$ cat config.mk
export PLATFORM = sky130hd
export DESIGN_NAME = pviu_top
export DESIGN_NICKNAME = d
export VERILOG_FILES = /design/src/hdl/pviu_top.v
export VERILOG_INCLUDE_DIRS = /design/src /design/src/hdl
export SDC_FILE = /design/constraint.sdc
export NUM_CORES = 1
export LEC_CHECK = 0
export BUFFER_PORTS_ARGS = -buffer_cell sky130_fd_sc_hd__buf_2
export CAP_MARGIN = 25
export CORE_MARGIN = 2
export CORE_UTILIZATION = 30
export DETAILED_ROUTE_END_ITERATION = 6
export PLACE_DENSITY = 0.57
export SYNTH_ARGS = -nofsm -noshare
export SYNTH_HDL_FRONTEND = slang
export SYNTH_SLANG_ARGS = --single-unit
$ cat constraint.sdc
create_clock -name clock_in -period 10.9 [get_ports clock_in]
set_input_delay 0.545 -clock clock_in [delete_from_list [all_inputs] [get_ports clock_in]]
set_output_delay 0.545 -clock clock_in [all_outputs]
set_load 0.005 [all_outputs]
$ cat src/hdl/pviu_defs.vh
// Behaviour
// - 27 sources map onto 16 vectors grouped into 8 levels.
// - system mode bit 0 is global enable; cleared means no grant.
// - each level has a mask bit; unmasked levels only are granted.
// - level priority register sets the order of the eight levels.
// - the highest programmed priority level is serviced first.
// - within one level the lowest numbered vector wins.
// - internal sources are fixed to one vector and one level.
// - granted vector number selects the handler address location.
// - vector 12 is level 2; level 3 holds vectors 0, 2, 4, 6.
// - each source has its own enable; disabled sources raise nothing.
// - grant needs global, level, top level, source and in-level priority.
// - normal grant clears global enable, saves pc and flags, branches.
// - return from interrupt restores pc and flags, sets global enable.
// - fast entry takes 6 clock periods, normal entry 22.
// - fast grant swaps pointer and pc, shadows flags, sets fast status.
// - fast return swaps back, restores flags, clears fast status.
// - external pin edges are latched into pending flip-flops.
// - memory timing bit 1 selects internal or external stack.
// - stack pointer is high and low register pair.
// - decrement before push, increment after pop.
`ifndef PVIU_DEFS_VH
`define PVIU_DEFS_VH
`define PVIU_IDX_SRC_EN0   8'hC0
`define PVIU_IDX_SRC_EN1   8'hC1
`define PVIU_IDX_SRC_EN2   8'hC2
`define PVIU_IDX_SRC_EN3   8'hC3
`define PVIU_IDX_PENDING   8'hC4
`define PVIU_IDX_STATUS    8'hC5
`define PVIU_IDX_PTR_LOW   8'hD0
`define PVIU_IDX_PTR_HIGH  8'hD1
`define PVIU_IDX_SP_HIGH   8'hD8
`define PVIU_IDX_SP_LOW    8'hD9
`define PVIU_IDX_LVL_MASK  8'hDD
`define PVIU_IDX_SYS_MODE  8'hDE
`define PVIU_IDX_MEM_TIME  8'hFE
`define PVIU_IDX_LVL_PRIO  8'hFF
`define PVIU_SM_GIE        0
`define PVIU_SM_FAST_EN    1
`define PVIU_SM_FSEL_LO    2
`define PVIU_SM_FSEL_HI    4
`define PVIU_MT_EXT_STACK  1
`define PVIU_PR_DIR        3
`define PVIU_RST_BYTE      8'h00
`define PVIU_NORMAL_CYC    5'd22
`define PVIU_FAST_CYC      5'd6
`endif

$ cat src/hdl/pviu_top.v
// The Wishbone register port was left to the implementer.
`timescale 1ns/1ps
`include "pviu_defs.vh"
module pviu_top #(
    parameter N_INT = 19,
    parameter N_EXT = 8
) (
    input  wire        clock_in,
    input  wire        nrst_in,
    input  wire        wb_cyc_in,
    input  wire        wb_stb_in,
    input  wire        wb_we_in,
    input  wire [9:0]  wb_adr_in,
    input  wire [3:0]  wb_sel_in,
    input  wire [31:0] wb_dat_in,
    output reg  [31:0] wb_dat_out,
    output reg         wb_ack_out,
    input  wire [18:0] int_src_in,
    input  wire [7:0]  ext_pin_in,
    input  wire        take_in,
    input  wire        ret_in,
    input  wire        push_in,
    input  wire        pop_in,
    input  wire [15:0] pc_in,
    input  wire [7:0]  flags_in,
    output wire        req_out,
    output reg  [3:0]  vector_out,
    output reg         fast_out,
    output reg         entry_busy_out,
    output reg         entry_done_out,
    output reg  [15:0] pc_load_out,
    output reg         pc_load_valid_out,
    output reg  [7:0]  flags_restore_out,
    output reg         flags_restore_valid_out,
    output reg         fast_status_out,
    output wire [15:0] sp_out,
    output wire        stack_ext_out
);

////////////////////////////////////////////////////////////////////////
// registers
reg  [26:0] src_en_ff;
reg  [7:0]  pend_ff;
reg  [15:0] ptr_ff;
reg  [7:0]  sp_hi_ff;
reg  [7:0]  sp_lo_ff;
reg  [7:0]  mask_ff;
reg  [7:0]  sysm_ff;
reg  [7:0]  memt_ff;
reg  [7:0]  prio_ff;
reg  [7:0]  shadow_ff;
reg  [4:0]  cnt_ff;
reg  [7:0]  sy1_ff;
reg  [7:0]  sy2_ff;
reg  [7:0]  sy3_ff;

wire [7:0]  idx = wb_adr_in[9:2];
wire        wr  = wb_cyc_in & wb_stb_in & wb_we_in & wb_ack_out & wb_sel_in[0];
wire [7:0]  wd  = wb_dat_in[7:0];

////////////////////////////////////////////////////////////////////////
// vector to level table
function [2:0] vec_level;
    input [3:0] v;
    begin
        case (v)
            4'h0, 4'h2, 4'h4, 4'h6: vec_level = 3'd3;
            4'hC:                   vec_level = 3'd2;
            4'h1:                   vec_level = 3'd0;
            4'h3, 4'h5:             vec_level = 3'd1;
            4'h7, 4'h8:             vec_level = 3'd4;
            4'h9, 4'hA:             vec_level = 3'd5;
            4'hB, 4'hD:             vec_level = 3'd6;
            default:                vec_level = 3'd7;
        endcase
    end
endfunction

////////////////////////////////////////////////////////////////////////
// source gating and vector folding
wire [26:0] src_raw = {pend_ff, int_src_in};
wire [26:0] src_act = src_raw & src_en_ff;
reg  [15:0] vec_act;
reg  [7:0]  lvl_act;
integer     i;
always @* begin
    vec_act = 16'h0000;
    for (i = 0; i < 27; i = i + 1)
        if (src_act[i])
            vec_act[i % 16] = 1'b1;
    lvl_act = 8'h00;
    for (i = 0; i < 16; i = i + 1)
        if (vec_act[i])
            lvl_act[vec_level(i[3:0])] = 1'b1;
    lvl_act = lvl_act & mask_ff;
end

////////////////////////////////////////////////////////////////////////
// level then vector arbitration
reg  [2:0]  win_lvl;
reg  [3:0]  win_vec;
reg         win_ok;
reg         vec_ok;
reg  [2:0]  cand;
integer     k;
always @* begin
    win_lvl = 3'd0;
    win_ok  = 1'b0;
    cand    = 3'd0;
    for (k = 7; k >= 0; k = k - 1) begin
        if (prio_ff[`PVIU_PR_DIR])
            cand = prio_ff[2:0] - k[2:0];
        else
            cand = prio_ff[2:0] + k[2:0];
        if (lvl_act[cand]) begin
            win_lvl = cand;
            win_ok  = 1'b1;
        end
    end
    win_vec = 4'h0;
    vec_ok  = 1'b0;
    for (k = 15; k >= 0; k = k - 1)
        if (vec_act[k] && vec_level(k[3:0]) == win_lvl) begin
            win_vec = k[3:0];
            vec_ok  = 1'b1;
        end
end

wire idle  = ~entry_busy_out;
wire grant = idle & sysm_ff[`PVIU_SM_GIE] & win_ok & vec_ok;
wire fast_hit = sysm_ff[`PVIU_SM_FAST_EN]
              & (sysm_ff[`PVIU_SM_FSEL_HI:`PVIU_SM_FSEL_LO] == win_lvl);
assign req_out = grant;
wire take = grant & take_in;
wire fret = ret_in & fast_status_out;

////////////////////////////////////////////////////////////////////////
// entry sequencer
always @(posedge clock_in) begin
    if (!nrst_in) begin
        entry_busy_out          <= 1'b0;
        entry_done_out          <= 1'b0;
        cnt_ff                  <= 5'd0;
        vector_out              <= 4'h0;
        fast_out                <= 1'b0;
        pc_load_out             <= 16'h0000;
        pc_load_valid_out       <= 1'b0;
        flags_restore_out       <= `PVIU_RST_BYTE;
        flags_restore_valid_out <= 1'b0;
        fast_status_out         <= 1'b0;
        shadow_ff               <= `PVIU_RST_BYTE;
    end else begin
        entry_done_out          <= 1'b0;
        pc_load_valid_out       <= 1'b0;
        flags_restore_valid_out <= 1'b0;
        if (take) begin
            entry_busy_out <= 1'b1;
            vector_out     <= win_vec;
            fast_out       <= fast_hit;
            if (fast_hit) begin
                cnt_ff          <= `PVIU_FAST_CYC - 5'd1;
                pc_load_out     <= ptr_ff;
                shadow_ff       <= flags_in;
                fast_status_out <= 1'b1;
            end else
                cnt_ff <= `PVIU_NORMAL_CYC - 5'd1;
        end else if (entry_busy_out) begin
            if (cnt_ff == 5'd1) begin
                entry_busy_out    <= 1'b0;
                entry_done_out    <= 1'b1;
                pc_load_valid_out <= fast_out;
            end
            cnt_ff <= cnt_ff - 5'd1;
        end else if (fret) begin
            pc_load_out             <= ptr_ff;
            pc_load_valid_out       <= 1'b1;
            flags_restore_out       <= shadow_ff;
            flags_restore_valid_out <= 1'b1;
            fast_status_out         <= 1'b0;
        end
    end
end

////////////////////////////////////////////////////////////////////////
// external edge capture
always @(posedge clock_in) begin
    if (!nrst_in) begin
        sy1_ff <= 8'h00;
        sy2_ff <= 8'h00;
        sy3_ff <= 8'h00;
    end else begin
        sy1_ff <= ext_pin_in;
        sy2_ff <= sy1_ff;
        sy3_ff <= sy2_ff;
    end
end
wire [7:0] ext_rise = sy2_ff & ~sy3_ff;

always @(posedge clock_in) begin
    if (!nrst_in)
        pend_ff <= 8'h00;
    else if (wr && idx == `PVIU_IDX_PENDING)
        pend_ff <= (pend_ff & ~wd) | ext_rise;
    else
        pend_ff <= pend_ff | ext_rise;
end

////////////////////////////////////////////////////////////////////////
// stack pointer
wire [15:0] sp_cur = {sp_hi_ff, sp_lo_ff};
reg  [15:0] nxt_sp;
always @* begin
    nxt_sp = sp_cur;
    if (push_in && !pop_in)
        nxt_sp = sp_cur - 16'h0001;
    else if (pop_in && !push_in)
        nxt_sp = sp_cur + 16'h0001;
end
assign sp_out        = sp_cur;
assign stack_ext_out = memt_ff[`PVIU_MT_EXT_STACK];

////////////////////////////////////////////////////////////////////////
// register writes
always @(posedge clock_in) begin
    if (!nrst_in) begin
        src_en_ff <= 27'h0000000;
        ptr_ff    <= 16'h0000;
        sp_hi_ff  <= `PVIU_RST_BYTE;
        sp_lo_ff  <= `PVIU_RST_BYTE;
        mask_ff   <= `PVIU_RST_BYTE;
        sysm_ff   <= `PVIU_RST_BYTE;
        memt_ff   <= `PVIU_RST_BYTE;
        prio_ff   <= `PVIU_RST_BYTE;
    end else begin
        if (wr) begin
            case (idx)
                `PVIU_IDX_SRC_EN0:  src_en_ff[7:0]   <= wd;
                `PVIU_IDX_SRC_EN1:  src_en_ff[15:8]  <= wd;
                `PVIU_IDX_SRC_EN2:  src_en_ff[23:16] <= wd;
                `PVIU_IDX_SRC_EN3:  src_en_ff[26:24] <= wd[2:0];
                `PVIU_IDX_PTR_LOW:  ptr_ff[7:0]      <= wd;
                `PVIU_IDX_PTR_HIGH: ptr_ff[15:8]     <= wd;
                `PVIU_IDX_LVL_MASK: mask_ff          <= wd;
                `PVIU_IDX_SYS_MODE: sysm_ff          <= wd;
                `PVIU_IDX_MEM_TIME: memt_ff          <= wd;
                `PVIU_IDX_LVL_PRIO: prio_ff          <= wd;
                default: ;
            endcase
        end
        // sw stack pointer write, hardware push or pop wins
        if (push_in ^ pop_in) begin
            sp_hi_ff <= nxt_sp[15:8];
            sp_lo_ff <= nxt_sp[7:0];
        end else if (wr && idx == `PVIU_IDX_SP_HIGH)
            sp_hi_ff <= wd;
        else if (wr && idx == `PVIU_IDX_SP_LOW)
            sp_lo_ff <= wd;
        // hardware events win over a concurrent mode write
        if (take)
            sysm_ff[`PVIU_SM_GIE] <= 1'b0;
        else if (ret_in && !entry_busy_out)
            sysm_ff[`PVIU_SM_GIE] <= 1'b1;
        if (take && fast_hit)
            ptr_ff <= pc_in;
        else if (fret && !entry_busy_out)
            ptr_ff <= pc_in;
    end
end

////////////////////////////////////////////////////////////////////////
// bus read and ack
reg [7:0] rd;
always @* begin
    case (idx)
        `PVIU_IDX_SRC_EN0:  rd = src_en_ff[7:0];
        `PVIU_IDX_SRC_EN1:  rd = src_en_ff[15:8];
        `PVIU_IDX_SRC_EN2:  rd = src_en_ff[23:16];
        `PVIU_IDX_SRC_EN3:  rd = {5'b00000, src_en_ff[26:24]};
        `PVIU_IDX_PENDING:  rd = pend_ff;
        `PVIU_IDX_STATUS:   rd = {2'b00, fast_status_out, entry_busy_out, vector_out};
        `PVIU_IDX_PTR_LOW:  rd = ptr_ff[7:0];
        `PVIU_IDX_PTR_HIGH: rd = ptr_ff[15:8];
        `PVIU_IDX_SP_HIGH:  rd = sp_hi_ff;
        `PVIU_IDX_SP_LOW:   rd = sp_lo_ff;
        `PVIU_IDX_LVL_MASK: rd = mask_ff;
        `PVIU_IDX_SYS_MODE: rd = sysm_ff;
        `PVIU_IDX_MEM_TIME: rd = memt_ff;
        `PVIU_IDX_LVL_PRIO: rd = prio_ff;
        default:            rd = 8'h00;
    endcase
end

always @(posedge clock_in) begin
    if (!nrst_in) begin
        wb_ack_out <= 1'b0;
        wb_dat_out <= 32'h00000000;
    end else begin
        wb_ack_out <= wb_cyc_in & wb_stb_in & ~wb_ack_out;
        if (wb_cyc_in && wb_stb_in && !wb_ack_out && !wb_we_in)
            wb_dat_out <= {24'h000000, rd};
    end
end

endmodule // pviu_top

# --- After elaboration in Yosys (flattened, before gate mapping) ---
# Cells that the tools add are included.
totals:
  register_bits: 179
  latchBits: 0
  ram_bits: 0
  rom_bits: 0
  input_bits: 106
  output_inout_bits: 85
  elab_cells: 427
  n_memories: 0
op_classes:
  n_addsub: 17
  n_mul: 0
  div: 0
  magnitude_cmp: 40
  eq_ne: 27
  n_shift: 0
  muxes: 197
  bitwise_logic: 39
  reduce_logical: 77
op_table:
  columns: ["op", "count"]
  rows:
  - ["$mux W8", 24]
  - ["$mux W16", 9]
  - ["$or A8 B8 Y8", 17]
  - ["$eq A8 B8 Y1 const B", 14]
  - ["$pmux W8 S14", 1]
  - ["$lt A3 B4 Y1 const B", 24]
  - ["$mux W3", 31]
  - ["$mux W1", 89]
  - ["$mux W4", 16]
  - ["$demux W1 S3", 16]
  - ["$ge A3 B1 Y1 const B", 16]
  - ["$logic_and A1 B1 Y1", 43]
  - ["$and A27 B27 Y27", 1]
  - ["$reduce_and A2 Y1", 13]
  - ["$and A8 B8 Y8", 3]
  - ["$bmux W1 S3", 8]
  - ["$add A16 B1 Y16 const B", 1]
  - ["$not A8 Y8", 2]
  - ["$sub A16 B1 Y16 const B", 1]
  - ["$mux W5", 3]
  - ["$add A3 B3 Y3 const B", 4]
  - ["$eq A3 B3 Y1 const A", 4]
  - ["$reduce_bool A2 Y1", 6]
  - ["$sub A3 B3 Y3 const B", 4]
  - ["21 further kinds", 47]

# --- Longest topological paths before layout ---
depth:
  depth_word: 73
  ltp_mapped: 17
  depth_no_buf: 15

# --- Worst setup path before layout ---
# Ideal clock, no wire load.
synth_path:
  path_type: "register -> register"
  from: "register prio_ff[3]"
  to: "register pc_load_out[0]"
  setup_time_ns: 0.120
  arrival_time_ns: 3.861
  required_ns: 10.780
  slack_ns: 6.920
  stages_incl_launch_ff: 17
  path_buffers: 4
  synth_period_minus_slack_ns: 3.980
  path_cell_list: "dfxtp_1 inv_1 fa_1 clkbuf_1 a31oi_1 a32o_1 o21a_1 o31ai_1 a31oi_1 o211ai_1 xor2_1 or4b_1 buf_2 and2_4 buf_6 buf_6 mux2i_1"
synth_via:
  elab_chain_cells: 33
  elab_cells_between_ends: 87
  cone_classes: "eq/ne (10); mux (54); bitwise (4); reduce/logical (19)"
synth_rtl:
  columns: ["element", "line", "source"]
  rows:
  - ["start, declared", "pviu_top.v:50", "reg [7:0] prio_ff;"]
  - ["start signal, assigned", "pviu_top.v:233", "prio_ff <= `PVIU_RST_BYTE;"]
  - ["start signal, assigned", "pviu_top.v:246", "`PVIU_IDX_LVL_PRIO: prio_ff <= wd;"]
  - ["$mux W3", "pviu_top.v:111", "if (prio_ff[`PVIU_PR_DIR])"]
  - ["$bmux W1 S3", "pviu_top.v:115", "if (lvl_act[cand]) begin"]
  - ["$mux W1 (not written as such)", "pviu_top.v:115", null]
  - ["$mux W3 (8 in a row)", "pviu_top.v:115", null]
  - ["$eq A3 B3 Y1", "pviu_top.v:123", "if (vec_act[k] && vec_level(k[3:0]) == win_lvl) begin"]
  - ["$logic_and A1 B1 Y1", "pviu_top.v:123", null]
  - ["$mux W1 (16 in a row)", "pviu_top.v:123", null]
  - ["$and A1 B1 Y1", "pviu_top.v:130", "wire grant = idle & sysm_ff[`PVIU_SM_GIE] & win_ok & vec_ok;"]
  - ["$and A1 B1 Y1", "pviu_top.v:134", "wire take = grant & take_in;"]
  - ["$ne A2 B2 Y1 (no line) (tied with other cells)", null, null]
  - ["$reduce_and A3 Y1 (no line)", null, null]
  - ["end signal, assigned", "pviu_top.v:162", "pc_load_out <= ptr_ff;"]
  - ["end signal, assigned", "pviu_top.v:175", "pc_load_out <= ptr_ff;"]
  - ["end, declared", "pviu_top.v:31", "output reg [15:0] pc_load_out,"]
# Several ways; a longest one is shown, not always the timed one. The select of a mux whose other input is x is not followed.
# A chain may end at the register's enable or synchronous reset.

# --- Final worst setup path ---
layout_path:
  from: "register prio_ff[0]"
  to: "register ptr_ff[13]"
layout_via:
  elab_chain_cells: 35
  elab_cells_between_ends: 103
  cone_classes: "add/sub (14); eq/ne (8); mux (56); bitwise (4); reduce/logical (21)"
layout_rtl:
  columns: ["element", "line", "source"]
  rows:
  - ["$add A3 B3 Y3 or $sub A3 B3 Y3 (tied branches)", "pviu_top.v:114, pviu_top.v:112", null]
  - ["$mux W3", "pviu_top.v:111", null]
  - ["$bmux W1 S3", "pviu_top.v:115", null]
  - ["$mux W1 (not written as such)", "pviu_top.v:115", null]
  - ["$mux W3 (8 in a row)", "pviu_top.v:115", null]
  - ["$eq A3 B3 Y1", "pviu_top.v:123", null]
  - ["$logic_and A1 B1 Y1", "pviu_top.v:123", null]
  - ["$mux W1 (16 in a row)", "pviu_top.v:123", null]
  - ["$and A1 B1 Y1", "pviu_top.v:130", null]
  - ["$and A1 B1 Y1", "pviu_top.v:134", null]
  - ["$logic_and A1 B1 Y1 (*)", "pviu_top.v:263", "if (take && fast_hit)"]
  - ["$reduce_bool A3 Y1 (no line)", null, null]
  - ["$reduce_and A2 Y1 (no line)", null, null]
  - ["end signal, assigned", "pviu_top.v:242", "`PVIU_IDX_PTR_HIGH: ptr_ff[15:8] <= wd;"]
  - ["end signal, assigned", "pviu_top.v:264", "ptr_ff <= pc_in;"]
  - ["end signal, assigned", "pviu_top.v:266", "ptr_ff <= pc_in;"]
  - ["end, declared", "pviu_top.v:44", "reg [15:0] ptr_ff;"]
# Mark *: on every way between the ends. The rest lies on a longest branch, timed or not. The select of a mux whose other input is x is not followed.

==> metrics <==
Synth Flop Type dfxtp_1; share of cells above drive strength 1 17.78%; final setup TNS 0 ns; Clk pin slew, worst setup/hold paths 0.08 ns; First DRT Iteration DRCs 1012; top-area cell type share of the netlist area 37.47%; Core Box Area 31470 sq um; fillers 3238; r2r worst-path depth 13; Root Driver clkbuf_16; CTS-repair resized insts 0; Port Buffers 137; Netlist Area Pre-Place 9563 sq um; drt pass-1 iters 6; Rows 65; number of synthesized flops with an enable pin 0; largest net degree at the start of global routing 98; Final Hold Fails 0; total track usage 18.66%; die area 33320 sq um; Die W 182.5 um; Worst Hold Class in -> reg; Max-slew headroom 29.25%; Critical Path AT 5.64 ns; FF+latch area 3583 sq um; Max Clock Skew 0.01078 ns; Post-route DRC 0; area of the multi-input gates 5545 sq um; Synth async-reset ratio 0%; Initial Util 30.38%; TritonCTS Sinks 179; Cell Chain, Critical Path inv_2 -> fa_1 -> inv_1 -> o311ai_1 -> a21bo_1 -> or4_1 -> a21oi_2 -> nor3_1 -> o211ai_1 -> or4b_1 -> o21ai_2 -> buf_4 -> mux2i_1; via count 8854; setup violators final 0; hold path depth 2; worst setup path startpoint prio_ff[0]; Critical Path RT 11.27 ns; ANT nets after route 0; global route total overflow 0; Netlist cell types 84; post-CTS setup buffers 0; initial antenna violation count 1; WL final 31150 um; Ys Warns 0; area grow syn2layout 16.17%; Synth Area per Inst 8.396 sq um; CP peak stage delay 0.84 ns; WS Path Type reg -> reg; Die Ht 182.5 um; Mapped Cells 1139; status finished clean; reg2reg start prio_ff[0]; Worst Setup Slack, final 5.629 ns; crit-path max FO 24; fin crit period 5.271 ns; top-count cell post-synth dfxtp_1; post-cts hold buffer count 0; Final HPWL DP 22670 um; P_leak 4.470 nW; hold path start ext_pin_in[2]; WHS 0.3049 ns; Worst-Margin Slew 1.057 ns; Synth Register Bits 179; H-tree depth 4; Pwr Density 130.3 nW/um^2; most common library cells after synthesis dfxtp_1, nand2_1, nor2_1; Yosys top cell by area dfxtp_1; Nets 1367; I/O Pins 191; Worst Setup End Kind flip-flop; drt wl/cell 18.79 um; Final Wtd Congestion 0.8916; Clk Latency, worst-skew pair 0.44 ns; CTS max path bufs 2; unrepaired setup endpoints after global routing false; vias in the first global route 8121; Worst IR Drop VDD 77.46 uV; max_cap viols 0; Max Freq 189.7 MHz; Max Slew Vio Count 0; slowest CP cell fa_1; post-synthesis sequential area ratio 37.47%; CTS tree done; CTS buffer count 17; ranking of synthesized cells by area dfxtp_1, mux2i_1, nand2_1; via-per-instance ratio 5.340; first-pass GRT wire length 47770 um; worst slack at placement 5.691 ns; final clock period utilization by the worst path 48.35%; CP startpoint kind flip-flop
[flip-flops by register name (all words and copies together), names as in the netlist, 4 cells and up]
register / flops
pend_ff: 8
prio_ff: 8
ptr_ff: 16
sy2_ff: 8
shadow_ff: 8
sp_lo_ff: 8
cnt_ff: 5
pc_load_out: 16
memt_ff: 8
sp_hi_ff: 8
sy3_ff: 8
src_en_ff: 27
mask_ff: 8
wb_dat_out: 8
flags_restore_out: 8
sysm_ff: 8
vector_out: 4
sy1_ff: 8
[placed cells by master (no fill, tap or decap), types with 5 or more instances in the layout]
cell type and n:
a211oi_1 16, buf_4 12, nor2_1 104, nand2_1 167
and3_1 6, xnor2_1 12, nor2b_1 14, a31oi_1 9
nor4_1 5, mux2_2 18, mux2i_1 95, buf_2 137
a22o_1 9, ha_1 17, and2_1 29, a221oi_1 13
or3_1 6, conb_1 24, dfxtp_1 179, o221ai_1 7
a22oi_1 27, a21oi_1 80, o21a_1 7, nor3_1 10
nand2b_1 15, inv_6 5, nand3_1 62, o21bai_1 6
o21ai_0 23, inv_1 18, clkbuf_16 17
[power breakdown]
group	switching, mW	internal (mW)
logic	0.0765	0.0495
registers	0.0169	0.667
clock network	0.307	0.331
[routing by layer]
layer	GRT usage, %	share of wire (%)	up-vias
met1	25.35	44	4189
li1	-	-	4238
met4	7.742	3.0	0
met3	3.871	7.3	50
met5	0	0	-
met2	28.73	45	377
[critical path: cells and delay by family, from the launching register on]
family                   cells  cell delay, ns
buffers and inverters        3            0.67
adder cells (fa/ha/maj)      1            0.84
multiplexers                 1            0.24
AO/OA/AOI/OAI                5            1.20
AND/OR/NAND/NOR              3            1.43
flip-flops                   1            0.79
[per-stage QoR]
stage	power, mW	util (%)	cell area, sq um	std cells
finish	1.447	35.30	11110	1658
global route	1.501	35.29	11110	1657
CTS	1.458	35.28	11100	1656
detailed placement	0.8240	33.35	10500	1624
global placement	0.8216	33.24	10460	1620
floorplan	0.7763	-	9649	1162
[worst paths after layout]
path	slack [ns]	endpoint
setup / recovery	5.63	ptr_ff[13]
hold / removal	0.30	sy1_ff[2]
setup reg to reg	5.63	ptr_ff[13]
hold reg to reg	0.44	sy2_ff[3]
[cells by family (layout without fill, tap and decap cells)]
kind of cell / Yosys count / count (layout) / synth area share, %
AO/OA/AOI/OAI: 256 / 256 / 18.61
XOR/XNOR: 19 / 19 / 2.094
adder cells (fa/ha/maj): 20 / 20 / 2.852
buffers and inverters: 110 / 202 / 5.639
flip-flops: 179 / 179 / 37.47
multiplexers: 113 / 113 / 12.06
other: 1 / 26 / 0.03921
AND/OR/NAND/NOR: 441 / 441 / 21.24
[cell type report]
class | instances | area share [%]
diodes | 2 | 0.04505
clock buffers | 17 | 3.829
clock inverters | 15 | 1.656
inverters | 20 | 0.6870
multi-input cells | 873 | 49.92
flip-flops and latches | 179 | 32.26
well taps | 402 | 4.528
repair buffers | 150 | 7.084
Note: power is estimated with default switching activity, not from simulation.
